==> src/hdl/vapc_pkg.sv <==
// What this block does
// - lock bit set: ignore remote loads
// - remote load overwrites bits 6..0 unlocked
// - bypass forwards pixels regardless of enable
// - bypass disables protection, blocks packetized audio
// - bit5 one: enable active low
// - bit4 one: no audio on pixel pins
// - override selects bit0, else four-channel off
// - bit0 enables four-channel audio output
// - bit2 one: 18-bit, zero: 24-bit
// - bit1 one: in-band, zero: data-island
// - register at 0x22, resets zero, RW
package vapc_pkg;
  localparam logic [11:0] VAPC_CFG_OFFSET  = 12'h0022;     // config register index
  localparam logic [11:0] VAPC_STAT_OFFSET = 12'h0024;     // own status register index
  // word index, so each register sits on its own word: byte address is four times the index
  localparam logic [11:0] VAPC_CFG_ADDR    = {VAPC_CFG_OFFSET[9:0], 2'b00};  // config byte address
  localparam logic [11:0] VAPC_STAT_ADDR   = {VAPC_STAT_OFFSET[9:0], 2'b00}; // status byte address
  localparam logic [7:0]  VAPC_CFG_RESET   = 8'h00;        // config reset value
  localparam int          VAPC_LOCK_BIT    = 7;            // remote load lock
  localparam int          VAPC_BYP_BIT     = 6;            // pixel gate bypass
  localparam int          VAPC_SENSE_BIT   = 5;            // frame enable sense
  localparam int          VAPC_SUPP_BIT    = 4;            // audio suppress
  localparam int          VAPC_OVR_BIT     = 3;            // four-channel override
  localparam int          VAPC_D18_BIT     = 2;            // colour depth
  localparam int          VAPC_INB_BIT     = 1;            // audio transport
  localparam int          VAPC_FOUR_BIT    = 0;            // four-channel enable
  localparam int          VAPC_PIX_W       = 24;           // pixel bus width
endpackage : vapc_pkg

==> src/hdl/vapc_sync.sv <==
`timescale 1ns/1ps
`default_nettype none
// two-flop synchroniser for pin levels
module vapc_sync #(parameter int W = 1) (
  input  wire logic         clk,   // system clock
  input  wire logic         rst_n, // async reset
  input  wire logic [W-1:0] d,     // async input
  output logic      [W-1:0] q      // synchronised output
);
  logic [W-1:0] meta_r; // first stage, read only by q
  // two stages, nothing taps the first
  always_ff @(posedge clk or negedge rst_n) begin
    if (!rst_n) begin
      meta_r <= '0;
      q      <= '0;
    end else begin
      meta_r <= d;
      q      <= meta_r;
    end
  end
endmodule : vapc_sync
`default_nettype wire

==> src/hdl/vapc_pixel_gate.sv <==
`timescale 1ns/1ps
`default_nettype none
// pixel forwarding stage, registered outputs
module vapc_pixel_gate
  import vapc_pkg::*;
(
  input  wire logic                  clk,       // system clock
  input  wire logic                  rst_n,     // async reset
  input  wire logic                  bypass,    // pixel gate bypass
  input  wire logic                  sense_low, // enable active low
  input  wire logic                  d18,       // 18-bit mode
  input  wire logic                  frm_en,    // synced frame enable
  input  wire logic [VAPC_PIX_W-1:0] pix_in,    // synced pixel data
  output logic      [VAPC_PIX_W-1:0] pix_out,   // forwarded pixels
  output logic                       pix_vld    // pixel valid
);
  logic active; // enable after polarity
  assign active = sense_low ? ~frm_en : frm_en;
  // forward framed or bypassed pixels
  always_ff @(posedge clk or negedge rst_n) begin
    if (!rst_n) begin
      pix_out <= '0;
      pix_vld <= 1'b0;
    end else begin
      pix_vld <= bypass | active;
      if (bypass || active) begin
        // 18-bit mode drops two lsbs per colour
        pix_out <= d18 ? (pix_in & 24'hFC_FCFC) : pix_in;
      end else begin
        pix_out <= '0;
      end
    end
  end
endmodule : vapc_pixel_gate
`default_nettype wire

==> src/hdl/vapc_top.sv <==
// Register access over APB was chosen for this implementation.
`timescale 1ns/1ps
`default_nettype none
// video/audio path config register with apb access and remote load
module vapc_top
  import vapc_pkg::*;
(
  input  wire logic                  clk,          // 40 MHz clock
  input  wire logic                  rst_n,        // async reset, low
  input  wire logic                  psel,         // apb select
  input  wire logic                  penable,      // apb enable
  input  wire logic                  pwrite,       // apb direction
  input  wire logic [11:0]           paddr,        // apb byte address
  input  wire logic [31:0]           pwdata,       // apb write data
  output logic      [31:0]           prdata,       // apb read data
  output logic                       pready,       // apb ready
  output logic                       pslverr,      // apb error
  input  wire logic                  fc_load,      // remote load pulse
  input  wire logic [6:0]            fc_data,      // remote field values
  input  wire logic                  frm_en_pin,   // frame enable pin
  input  wire logic [VAPC_PIX_W-1:0] pix_pin,      // pixel pins
  output logic      [VAPC_PIX_W-1:0] pix_out,      // forwarded pixels
  output logic                       pix_vld,      // pixel valid
  output logic                       prot_en,      // content protection on
  output logic                       audio_pkt_en, // packetized audio allowed
  output logic                       audio_on_pix, // audio on pixel pins
  output logic                       four_ch_en,   // four-channel i2s on
  output logic                       inband_sel    // in-band transport
);
  typedef struct packed {
    logic [7:0]  cfg;     // config register
    logic        fc_seen; // remote load accepted at least once
    logic [31:0] rdata;   // read data
    logic        ready;   // access answer
    logic        err;     // unmapped flag
    logic        prot;    // protection enable
    logic        apkt;    // packet audio enable
    logic        aopix;   // audio on pixels
    logic        four;    // four-channel
    logic        inb;     // transport
  } vapc_state_t;

  vapc_state_t st_r;   // registered state
  vapc_state_t st_nxt; // next state

  logic                  frm_en_s; // synced enable
  logic [VAPC_PIX_W-1:0] pix_s;    // synced pixels
  logic                  acc;      // access phase
  logic                  hit_cfg;  // cfg decode
  logic                  hit_stat; // status decode

  // pins pass two flops before use
  vapc_sync #(.W(1)) u_sync_en (
    .clk   (clk),
    .rst_n (rst_n),
    .d     (frm_en_pin),
    .q     (frm_en_s)
  );
  vapc_sync #(.W(VAPC_PIX_W)) u_sync_pix (
    .clk   (clk),
    .rst_n (rst_n),
    .d     (pix_pin),
    .q     (pix_s)
  );

  // apb decode; answer one cycle into access phase
  assign acc      = psel & penable & ~st_r.ready;
  assign hit_cfg  = (paddr == VAPC_CFG_ADDR);
  assign hit_stat = (paddr == VAPC_STAT_ADDR);

  // next state
  always_comb begin
    st_nxt       = st_r;
    st_nxt.ready = 1'b0;
    st_nxt.err   = 1'b0;
    // remote load: one whole update of bits 6..0, skipped when locked
    if (fc_load && !st_r.cfg[VAPC_LOCK_BIT]) begin
      st_nxt.cfg[6:0] = fc_data;
      st_nxt.fc_seen  = 1'b1;
    end
    if (acc) begin
      st_nxt.ready = 1'b1;
      st_nxt.rdata = 32'h0000_0000;
      if (hit_cfg) begin
        // local write wins over a same-cycle remote load
        if (pwrite) begin
          st_nxt.cfg = pwdata[7:0];
        end else begin
          st_nxt.rdata = {24'h00_0000, st_r.cfg};
        end
      end else if (hit_stat) begin
        if (!pwrite) begin
          st_nxt.rdata = {30'h0000_0000, st_r.fc_seen, st_r.cfg[VAPC_LOCK_BIT]};
        end
      end else begin
        st_nxt.err = 1'b1; // unmapped address
      end
    end
    // datapath controls from the settled register
    st_nxt.prot  = ~st_r.cfg[VAPC_BYP_BIT];
    st_nxt.apkt  = ~st_r.cfg[VAPC_BYP_BIT];
    st_nxt.aopix = ~st_r.cfg[VAPC_SUPP_BIT] & ~st_r.cfg[VAPC_BYP_BIT];
    st_nxt.four  = st_r.cfg[VAPC_OVR_BIT] & st_r.cfg[VAPC_FOUR_BIT];
    st_nxt.inb   = st_r.cfg[VAPC_INB_BIT];
  end

  // state register
  always_ff @(posedge clk or negedge rst_n) begin
    if (!rst_n) begin
      st_r     <= '0;
      st_r.cfg <= VAPC_CFG_RESET;
    end else begin
      st_r <= st_nxt;
    end
  end

  vapc_pixel_gate u_gate (
    .clk       (clk),
    .rst_n     (rst_n),
    .bypass    (st_r.cfg[VAPC_BYP_BIT]),
    .sense_low (st_r.cfg[VAPC_SENSE_BIT]),
    .d18       (st_r.cfg[VAPC_D18_BIT]),
    .frm_en    (frm_en_s),
    .pix_in    (pix_s),
    .pix_out   (pix_out),
    .pix_vld   (pix_vld)
  );

  assign prdata       = st_r.rdata;
  assign pready       = st_r.ready;
  assign pslverr      = st_r.err;
  assign prot_en      = st_r.prot;
  assign audio_pkt_en = st_r.apkt;
  assign audio_on_pix = st_r.aopix;
  assign four_ch_en   = st_r.four;
  assign inband_sel   = st_r.inb;

  // locked register ignores remote loads
  property p_lock_holds;
    @(posedge clk) disable iff (!rst_n)
    (st_r.cfg[VAPC_LOCK_BIT] && fc_load && !acc) |=> (st_r.cfg == $past(st_r.cfg));
  endproperty
  a_lock_holds: assert property (p_lock_holds) else $error("locked cfg changed");

  property p_remote_load;
    @(posedge clk) disable iff (!rst_n)
    (!st_r.cfg[VAPC_LOCK_BIT] && fc_load && !acc) |=> (st_r.cfg[6:0] == $past(fc_data));
  endproperty
  a_remote_load: assert property (p_remote_load) else $error("remote load missed");

  property p_bypass_valid;
    @(posedge clk) disable iff (!rst_n)
    (st_r.cfg[VAPC_BYP_BIT] && $stable(st_r.cfg)) |=> pix_vld;
  endproperty
  a_bypass_valid: assert property (p_bypass_valid) else $error("bypass not forwarding");

  property p_bypass_prot;
    @(posedge clk) disable iff (!rst_n)
    st_r.cfg[VAPC_BYP_BIT] |=> (!prot_en && !audio_pkt_en);
  endproperty
  a_bypass_prot: assert property (p_bypass_prot) else $error("protection on in bypass");

  property p_sense;
    @(posedge clk) disable iff (!rst_n)
    (!st_r.cfg[VAPC_BYP_BIT] && $stable(st_r.cfg)) |=>
      (pix_vld == ($past(st_r.cfg[VAPC_SENSE_BIT]) ^ $past(frm_en_s)));
  endproperty
  a_sense: assert property (p_sense) else $error("enable polarity wrong");

  property p_suppress;
    @(posedge clk) disable iff (!rst_n)
    st_r.cfg[VAPC_SUPP_BIT] |=> !audio_on_pix;
  endproperty
  a_suppress: assert property (p_suppress) else $error("audio on pixel pins");

  property p_four;
    @(posedge clk) disable iff (!rst_n)
    1'b1 |=> (four_ch_en == ($past(st_r.cfg[VAPC_OVR_BIT]) & $past(st_r.cfg[VAPC_FOUR_BIT])));
  endproperty
  a_four: assert property (p_four) else $error("four-channel select wrong");

  property p_inband;
    @(posedge clk) disable iff (!rst_n)
    1'b1 |=> (inband_sel == $past(st_r.cfg[VAPC_INB_BIT]));
  endproperty
  a_inband: assert property (p_inband) else $error("transport select wrong");

  property p_write;
    @(posedge clk) disable iff (!rst_n)
    (acc && hit_cfg && pwrite) |=> (st_r.cfg == $past(pwdata[7:0])) ##0 pready;
  endproperty
  a_write: assert property (p_write) else $error("cfg write lost");

  property p_d18;
    @(posedge clk) disable iff (!rst_n)
    (st_r.cfg[VAPC_D18_BIT] && $stable(st_r.cfg)) |=> (pix_out[1:0] == 2'h0);
  endproperty
  a_d18: assert property (p_d18) else $error("18-bit lsbs not cleared");
endmodule : vapc_top
`default_nettype wire

==> config.mk <==
export PLATFORM = sky130hd
export DESIGN_NAME = vapc_top
export DESIGN_NICKNAME = d
export VERILOG_FILES = /design/src/hdl/vapc_pkg.sv /design/src/hdl/vapc_sync.sv /design/src/hdl/vapc_pixel_gate.sv /design/src/hdl/vapc_top.sv
export SDC_FILE = /design/constraint.sdc
export NUM_CORES = 1
export LEC_CHECK = 0
export ABC_AREA = 0
export BUFFER_PORTS_ARGS = -buffer_cell sky130_fd_sc_hd__buf_2
export CAP_MARGIN = 20
export CORE_MARGIN = 2
export CORE_UTILIZATION = 46
export CTS_CLUSTER_SIZE = 8
export DETAILED_ROUTE_END_ITERATION = 7
export PLACE_DENSITY_LB_ADDON = 0.2
export SLEW_MARGIN = 20
export SYNTH_ARGS = -nofsm -noshare
export SYNTH_HDL_FRONTEND = slang
export SYNTH_SLANG_ARGS = --single-unit
==> constraint.sdc <==
create_clock -name clk -period 1.66 [get_ports clk]
set_clock_uncertainty 0.15 [all_clocks]
set_input_delay 0.249 -clock clk [delete_from_list [all_inputs] [get_ports clk]]
set_output_delay 0.249 -clock clk [all_outputs]
set_load 0.05 [all_outputs]
==> implementation parameters <==
Parameter                              Value

Critical path
  Critical register-to-register path startpoint    pready
  Gate family responsible for the most delay along the worst path    simple AND/OR/NAND/NOR gates
  Worst path cell trace    and4bb_2, nand4_4, mux2_4
  Critical Path Start Type    flop
  Kind of end point of the critical path    flop
  Category of the most critical setup path    reg2reg
  Arrival time of data at the critical path endpoint    1.67 ns
  Reg-to-Reg End    st_r[45]
  Crit path required time    1.75 ns
  Maximum net fanout on the critical path    8
  Worst reg2reg path depth    3
  Setup slack on the worst flop-to-flop path    0.09 ns
  Max stage delay on crit path    0.41 ns
  Combined buffer and inverter count along the critical path    0
  Cell at the slowest stage of the critical path    sky130_fd_sc_hd__dfrtp_2

STA
  Worst hold slack across all endpoints    0.103 ns
  Worst Setup Slack, final    0.0875 ns
  Crit share post-route    0.947
  Upper clock frequency limit    0.636 GHz
  Hold Violations, Final    0
  Number of failing setup endpoints in the final timing report    0
  Time the final worst path needs with I/O delays and setup    1.57 ns
  Setup tns final    0 ns
  Number of slew-limit violations in the final report    0
  RSZ-0062 raised after global routing    false

Run status
  Run status    finished, final reports clean

Power
  Switching power share of the total    0.292
  Worst IR Drop VDD    589 uV
  Static Leakage    0.00221 uW
  Cell Pwr Density    1080 nW/um^2
  Int Pwr    3370 uW
  Proportion of power drawn by the clock network    0.284
  Net Sw Power    1390 uW
  Portion of total power attributed to sequential cells    0.544
  Portion of total power attributed to combinational logic    0.173

Global routing
  Antenna violations before repair    0
  Grt ovf    0
  Vias in the first global route    1,836
  GR Util All Layers    0.153
  Pin count of the biggest net entering global routing    36
  First-pass GRT wire length    8.81 mm

CTS
  CTS Buffer Depth    2
  Clock transition at the registers of the reported paths    0.09 ns
  Insertion delay of the later-clocked pin in the worst-skew pair    0.35 ns
  Buffer cell driving the clock tree root    sky130_fd_sc_hd__clkbuf_8
  Post-CTS Resized    0
  Number of buffers created by CTS    9
  Htree depth    3
  Clock tree from TritonCTS    done
  Number of sinks driven by the clock tree    98

Placement
  Quantity of I/O buffers inserted on ports    97
  Pre-CTS setup slack    0.0407 ns
  Final HPWL from detailed placement    3.91 mm
  RD Place Congestion    0.709
  Cell Count Post-Placement    409

Detailed routing
  Remaining antenna violation count after routing    0
  Total number of vias    1,920
  Length of routed met2 wiring    3.14 mm
  DRC errors left    0
  Met3 wire length    270 um
  Number of detailed-routing iterations run before antenna repair    4
  M1 wire length    2.19 mm
  DRT iter0 DRCs    55
  Post-Route WL    5.69 mm
  Vias per cell    4.19
  Wire length per cell    12.4 um
  Uppermost metal layer occupied by signal nets    met4

Floorplanning
  Starting Density    0.470
  Chip height    89.6 um
  Core area    7180 sq um
  Width of the die    89.6 um
  Top Ports    146
  Total die area    8030 sq um
  Row Count    31

Hold path
  Number of cells on the worst hold path    3
  Worst min-delay path endpoint    st_nxt[0]
  Source of the worst hold timing path    fc_data[1]
  Path category of the worst min-delay check    in2reg

Synthesis
  Area of the mapped netlist    3370 sq um
  Part of the Yosys area used for sequential elements    0.728
  Synthesis-stage register bit count    98
  Syn_area_per_cell    15.3 sq um
  Mapped Cells    221
  Count of different cell masters after synthesis    29
  Warnings, synthesis    0

Flow run
  Max-capacitance violation count    0

Final layout
  Number of nets at the end of the flow    437
  Final antenna diode count    0
  P&R area growth vs syn    30.3%
  Fraction of final layout cells sized beyond drive strength 1    0.396
  Number of non-filler instances in the completed layout    458
==> cell usage after synthesis <==
library cell | n | area, sq um
sky130_fd_sc_hd__buf_2 | 2 | 10.0
sky130_fd_sc_hd__mux2_4 | 1 | 15.0
sky130_fd_sc_hd__dfrtp_1 | 98 | 2450
sky130_fd_sc_hd__a21oi_1 | 1 | 5.00
sky130_fd_sc_hd__or2_2 | 2 | 12.5
sky130_fd_sc_hd__nor4_4 | 1 | 21.3
sky130_fd_sc_hd__nor3b_1 | 6 | 45.0
sky130_fd_sc_hd__and2b_1 | 6 | 45.0
sky130_fd_sc_hd__buf_4 | 33 | 248
sky130_fd_sc_hd__inv_1 | 8 | 30.0
sky130_fd_sc_hd__xor2_1 | 1 | 8.76
sky130_fd_sc_hd__nand4_4 | 1 | 21.3
sky130_fd_sc_hd__and3_2 | 1 | 7.51
sky130_fd_sc_hd__nand2_1 | 6 | 22.5
sky130_fd_sc_hd__buf_1 | 1 | 3.75
sky130_fd_sc_hd__nand3b_1 | 1 | 7.51
sky130_fd_sc_hd__and4bb_2 | 2 | 25.0
sky130_fd_sc_hd__a22o_1 | 2 | 17.5
sky130_fd_sc_hd__nor4b_4 | 1 | 23.8
sky130_fd_sc_hd__o21ai_0 | 6 | 30.0
sky130_fd_sc_hd__nand4_1 | 1 | 6.26
sky130_fd_sc_hd__nor2b_1 | 15 | 93.8
sky130_fd_sc_hd__nor2_1 | 4 | 15.0
sky130_fd_sc_hd__clkbuf_1 | 2 | 7.51
sky130_fd_sc_hd__a32o_1 | 2 | 20.0
sky130_fd_sc_hd__conb_1 | 1 | 3.75
sky130_fd_sc_hd__and2_1 | 1 | 6.26
sky130_fd_sc_hd__nor4b_1 | 1 | 8.76
sky130_fd_sc_hd__mux2_2 | 14 | 158
==> routing by layer <==
layer / vias up / GRT usage
li1: 924 / -
met1: 927 / 0.179
met2: 62 / 0.259
met3: 7 / 0.0375
met4: 0 / 0.0855
met5: - / 0
==> logic make-up after synthesis <==
group / count (synthesis) / share of synthesized area
DFF: 98 / 0.728
and+or+nand+nor: 49 / 0.107
buffers and inverters: 46 / 0.0887
muxes: 15 / 0.0512
AOI/OAI and AO/OA: 11 / 0.0215
xor gates and xnor gates: 1 / 0.00260
other: 1 / 0.00111
==> area by class of cell <==
type	count	area [sq um]
clock buffers	12	145
well taps	99	124
repair buffers	138	906
clock inverters	3	23.8
flip-flops and latches	98	2450
fillers	572	2790
inverters	8	30.0
multi-input cells	100	708
==> worst reg2reg max path: cells and delay by family (launching register included) <==
family	cells	cell delay, ns
DFF	1	0.41
and+or+nand+nor	2	0.55
muxes	1	0.35
==> per-stage QoR <==
stage	util	total power, uW	instance area (sq um)
2_1_floorplan	-	3190	3460
3_3_place_gp	0.541	3380	3880
3_5_place_dp	0.541	3400	3880
4_1_cts	0.612	4820	4390
5_1_grt	0.612	4970	4390
6_report	0.612	4750	4390
==> how the worst max path moves through the flow <==
stage	startpoint	to	slack, ns	cells after the start
6_report	pready	st_r[45]	0.09	3
5_1_grt	pready	st_r[45]	0.03	3
4_1_cts	pready	st_r[47]	0.07	3
3_5_place_dp	paddr[1]	st_r[45]	0.04	4
3_3_place_gp	paddr[1]	st_r[45]	0.06	4
2_1_floorplan	pready	st_r[45]	0.03	3
==> timing repair <==
item,4_1_cts,5_1_grt
hold buffers,34,0
buffers inserted,0,0
setup endpoints to repair,0,0
hold endpoints to repair,63,0
==> cells in the final DEF (no fill, tap or decap), types with 2 or more instances in the layout <==
cell type and n:
sky130_fd_sc_hd__buf_2 96, sky130_fd_sc_hd__dlygate4sd3_1 34, sky130_fd_sc_hd__nor2b_1 15, sky130_fd_sc_hd__and4bb_2 2
sky130_fd_sc_hd__clkbuf_8 10, sky130_fd_sc_hd__o21ai_0 6, sky130_fd_sc_hd__nor3b_1 6, sky130_fd_sc_hd__buf_4 6
sky130_fd_sc_hd__mux2_2 14, sky130_fd_sc_hd__and2b_1 6, sky130_fd_sc_hd__or2_2 2, sky130_fd_sc_hd__conb_1 24
sky130_fd_sc_hd__a22o_1 2, sky130_fd_sc_hd__buf_12 2, sky130_fd_sc_hd__clkbuf_1 2, sky130_fd_sc_hd__nor2_1 3
sky130_fd_sc_hd__dfrtp_1 97, sky130_fd_sc_hd__inv_1 8, sky130_fd_sc_hd__clkinvlp_4 2, sky130_fd_sc_hd__a32o_1 2
sky130_fd_sc_hd__nand2_1 6
==> state kept, by name, indices dropped and copies added, names as in the netlist <==
register / flops
audio_on_pix: 1
prdata: 8
u_sync_en.q: 1
u_sync_pix.meta_r: 24
pready: 1
u_sync_pix.q: 24
audio_pkt_en: 1
inband_sel: 1
pslverr: 1
st_r: 8
u_gate.pix_out: 24
u_sync_en.meta_r: 1
u_gate.pix_vld: 1
st_nxt: 1
four_ch_en: 1
==> power groups by stage <==
stage / combinational (uW) / sequential (uW) / clock [uW]
floorplan: 304 / 2890 / 0
global placement: 757 / 2630 / 0
detailed placement: 768 / 2630 / 0
CTS: 830 / 2590 / 1400
global route: 876 / 2600 / 1490
finish: 820 / 2580 / 1350
Note: power is estimated with default switching activity, not from simulation.
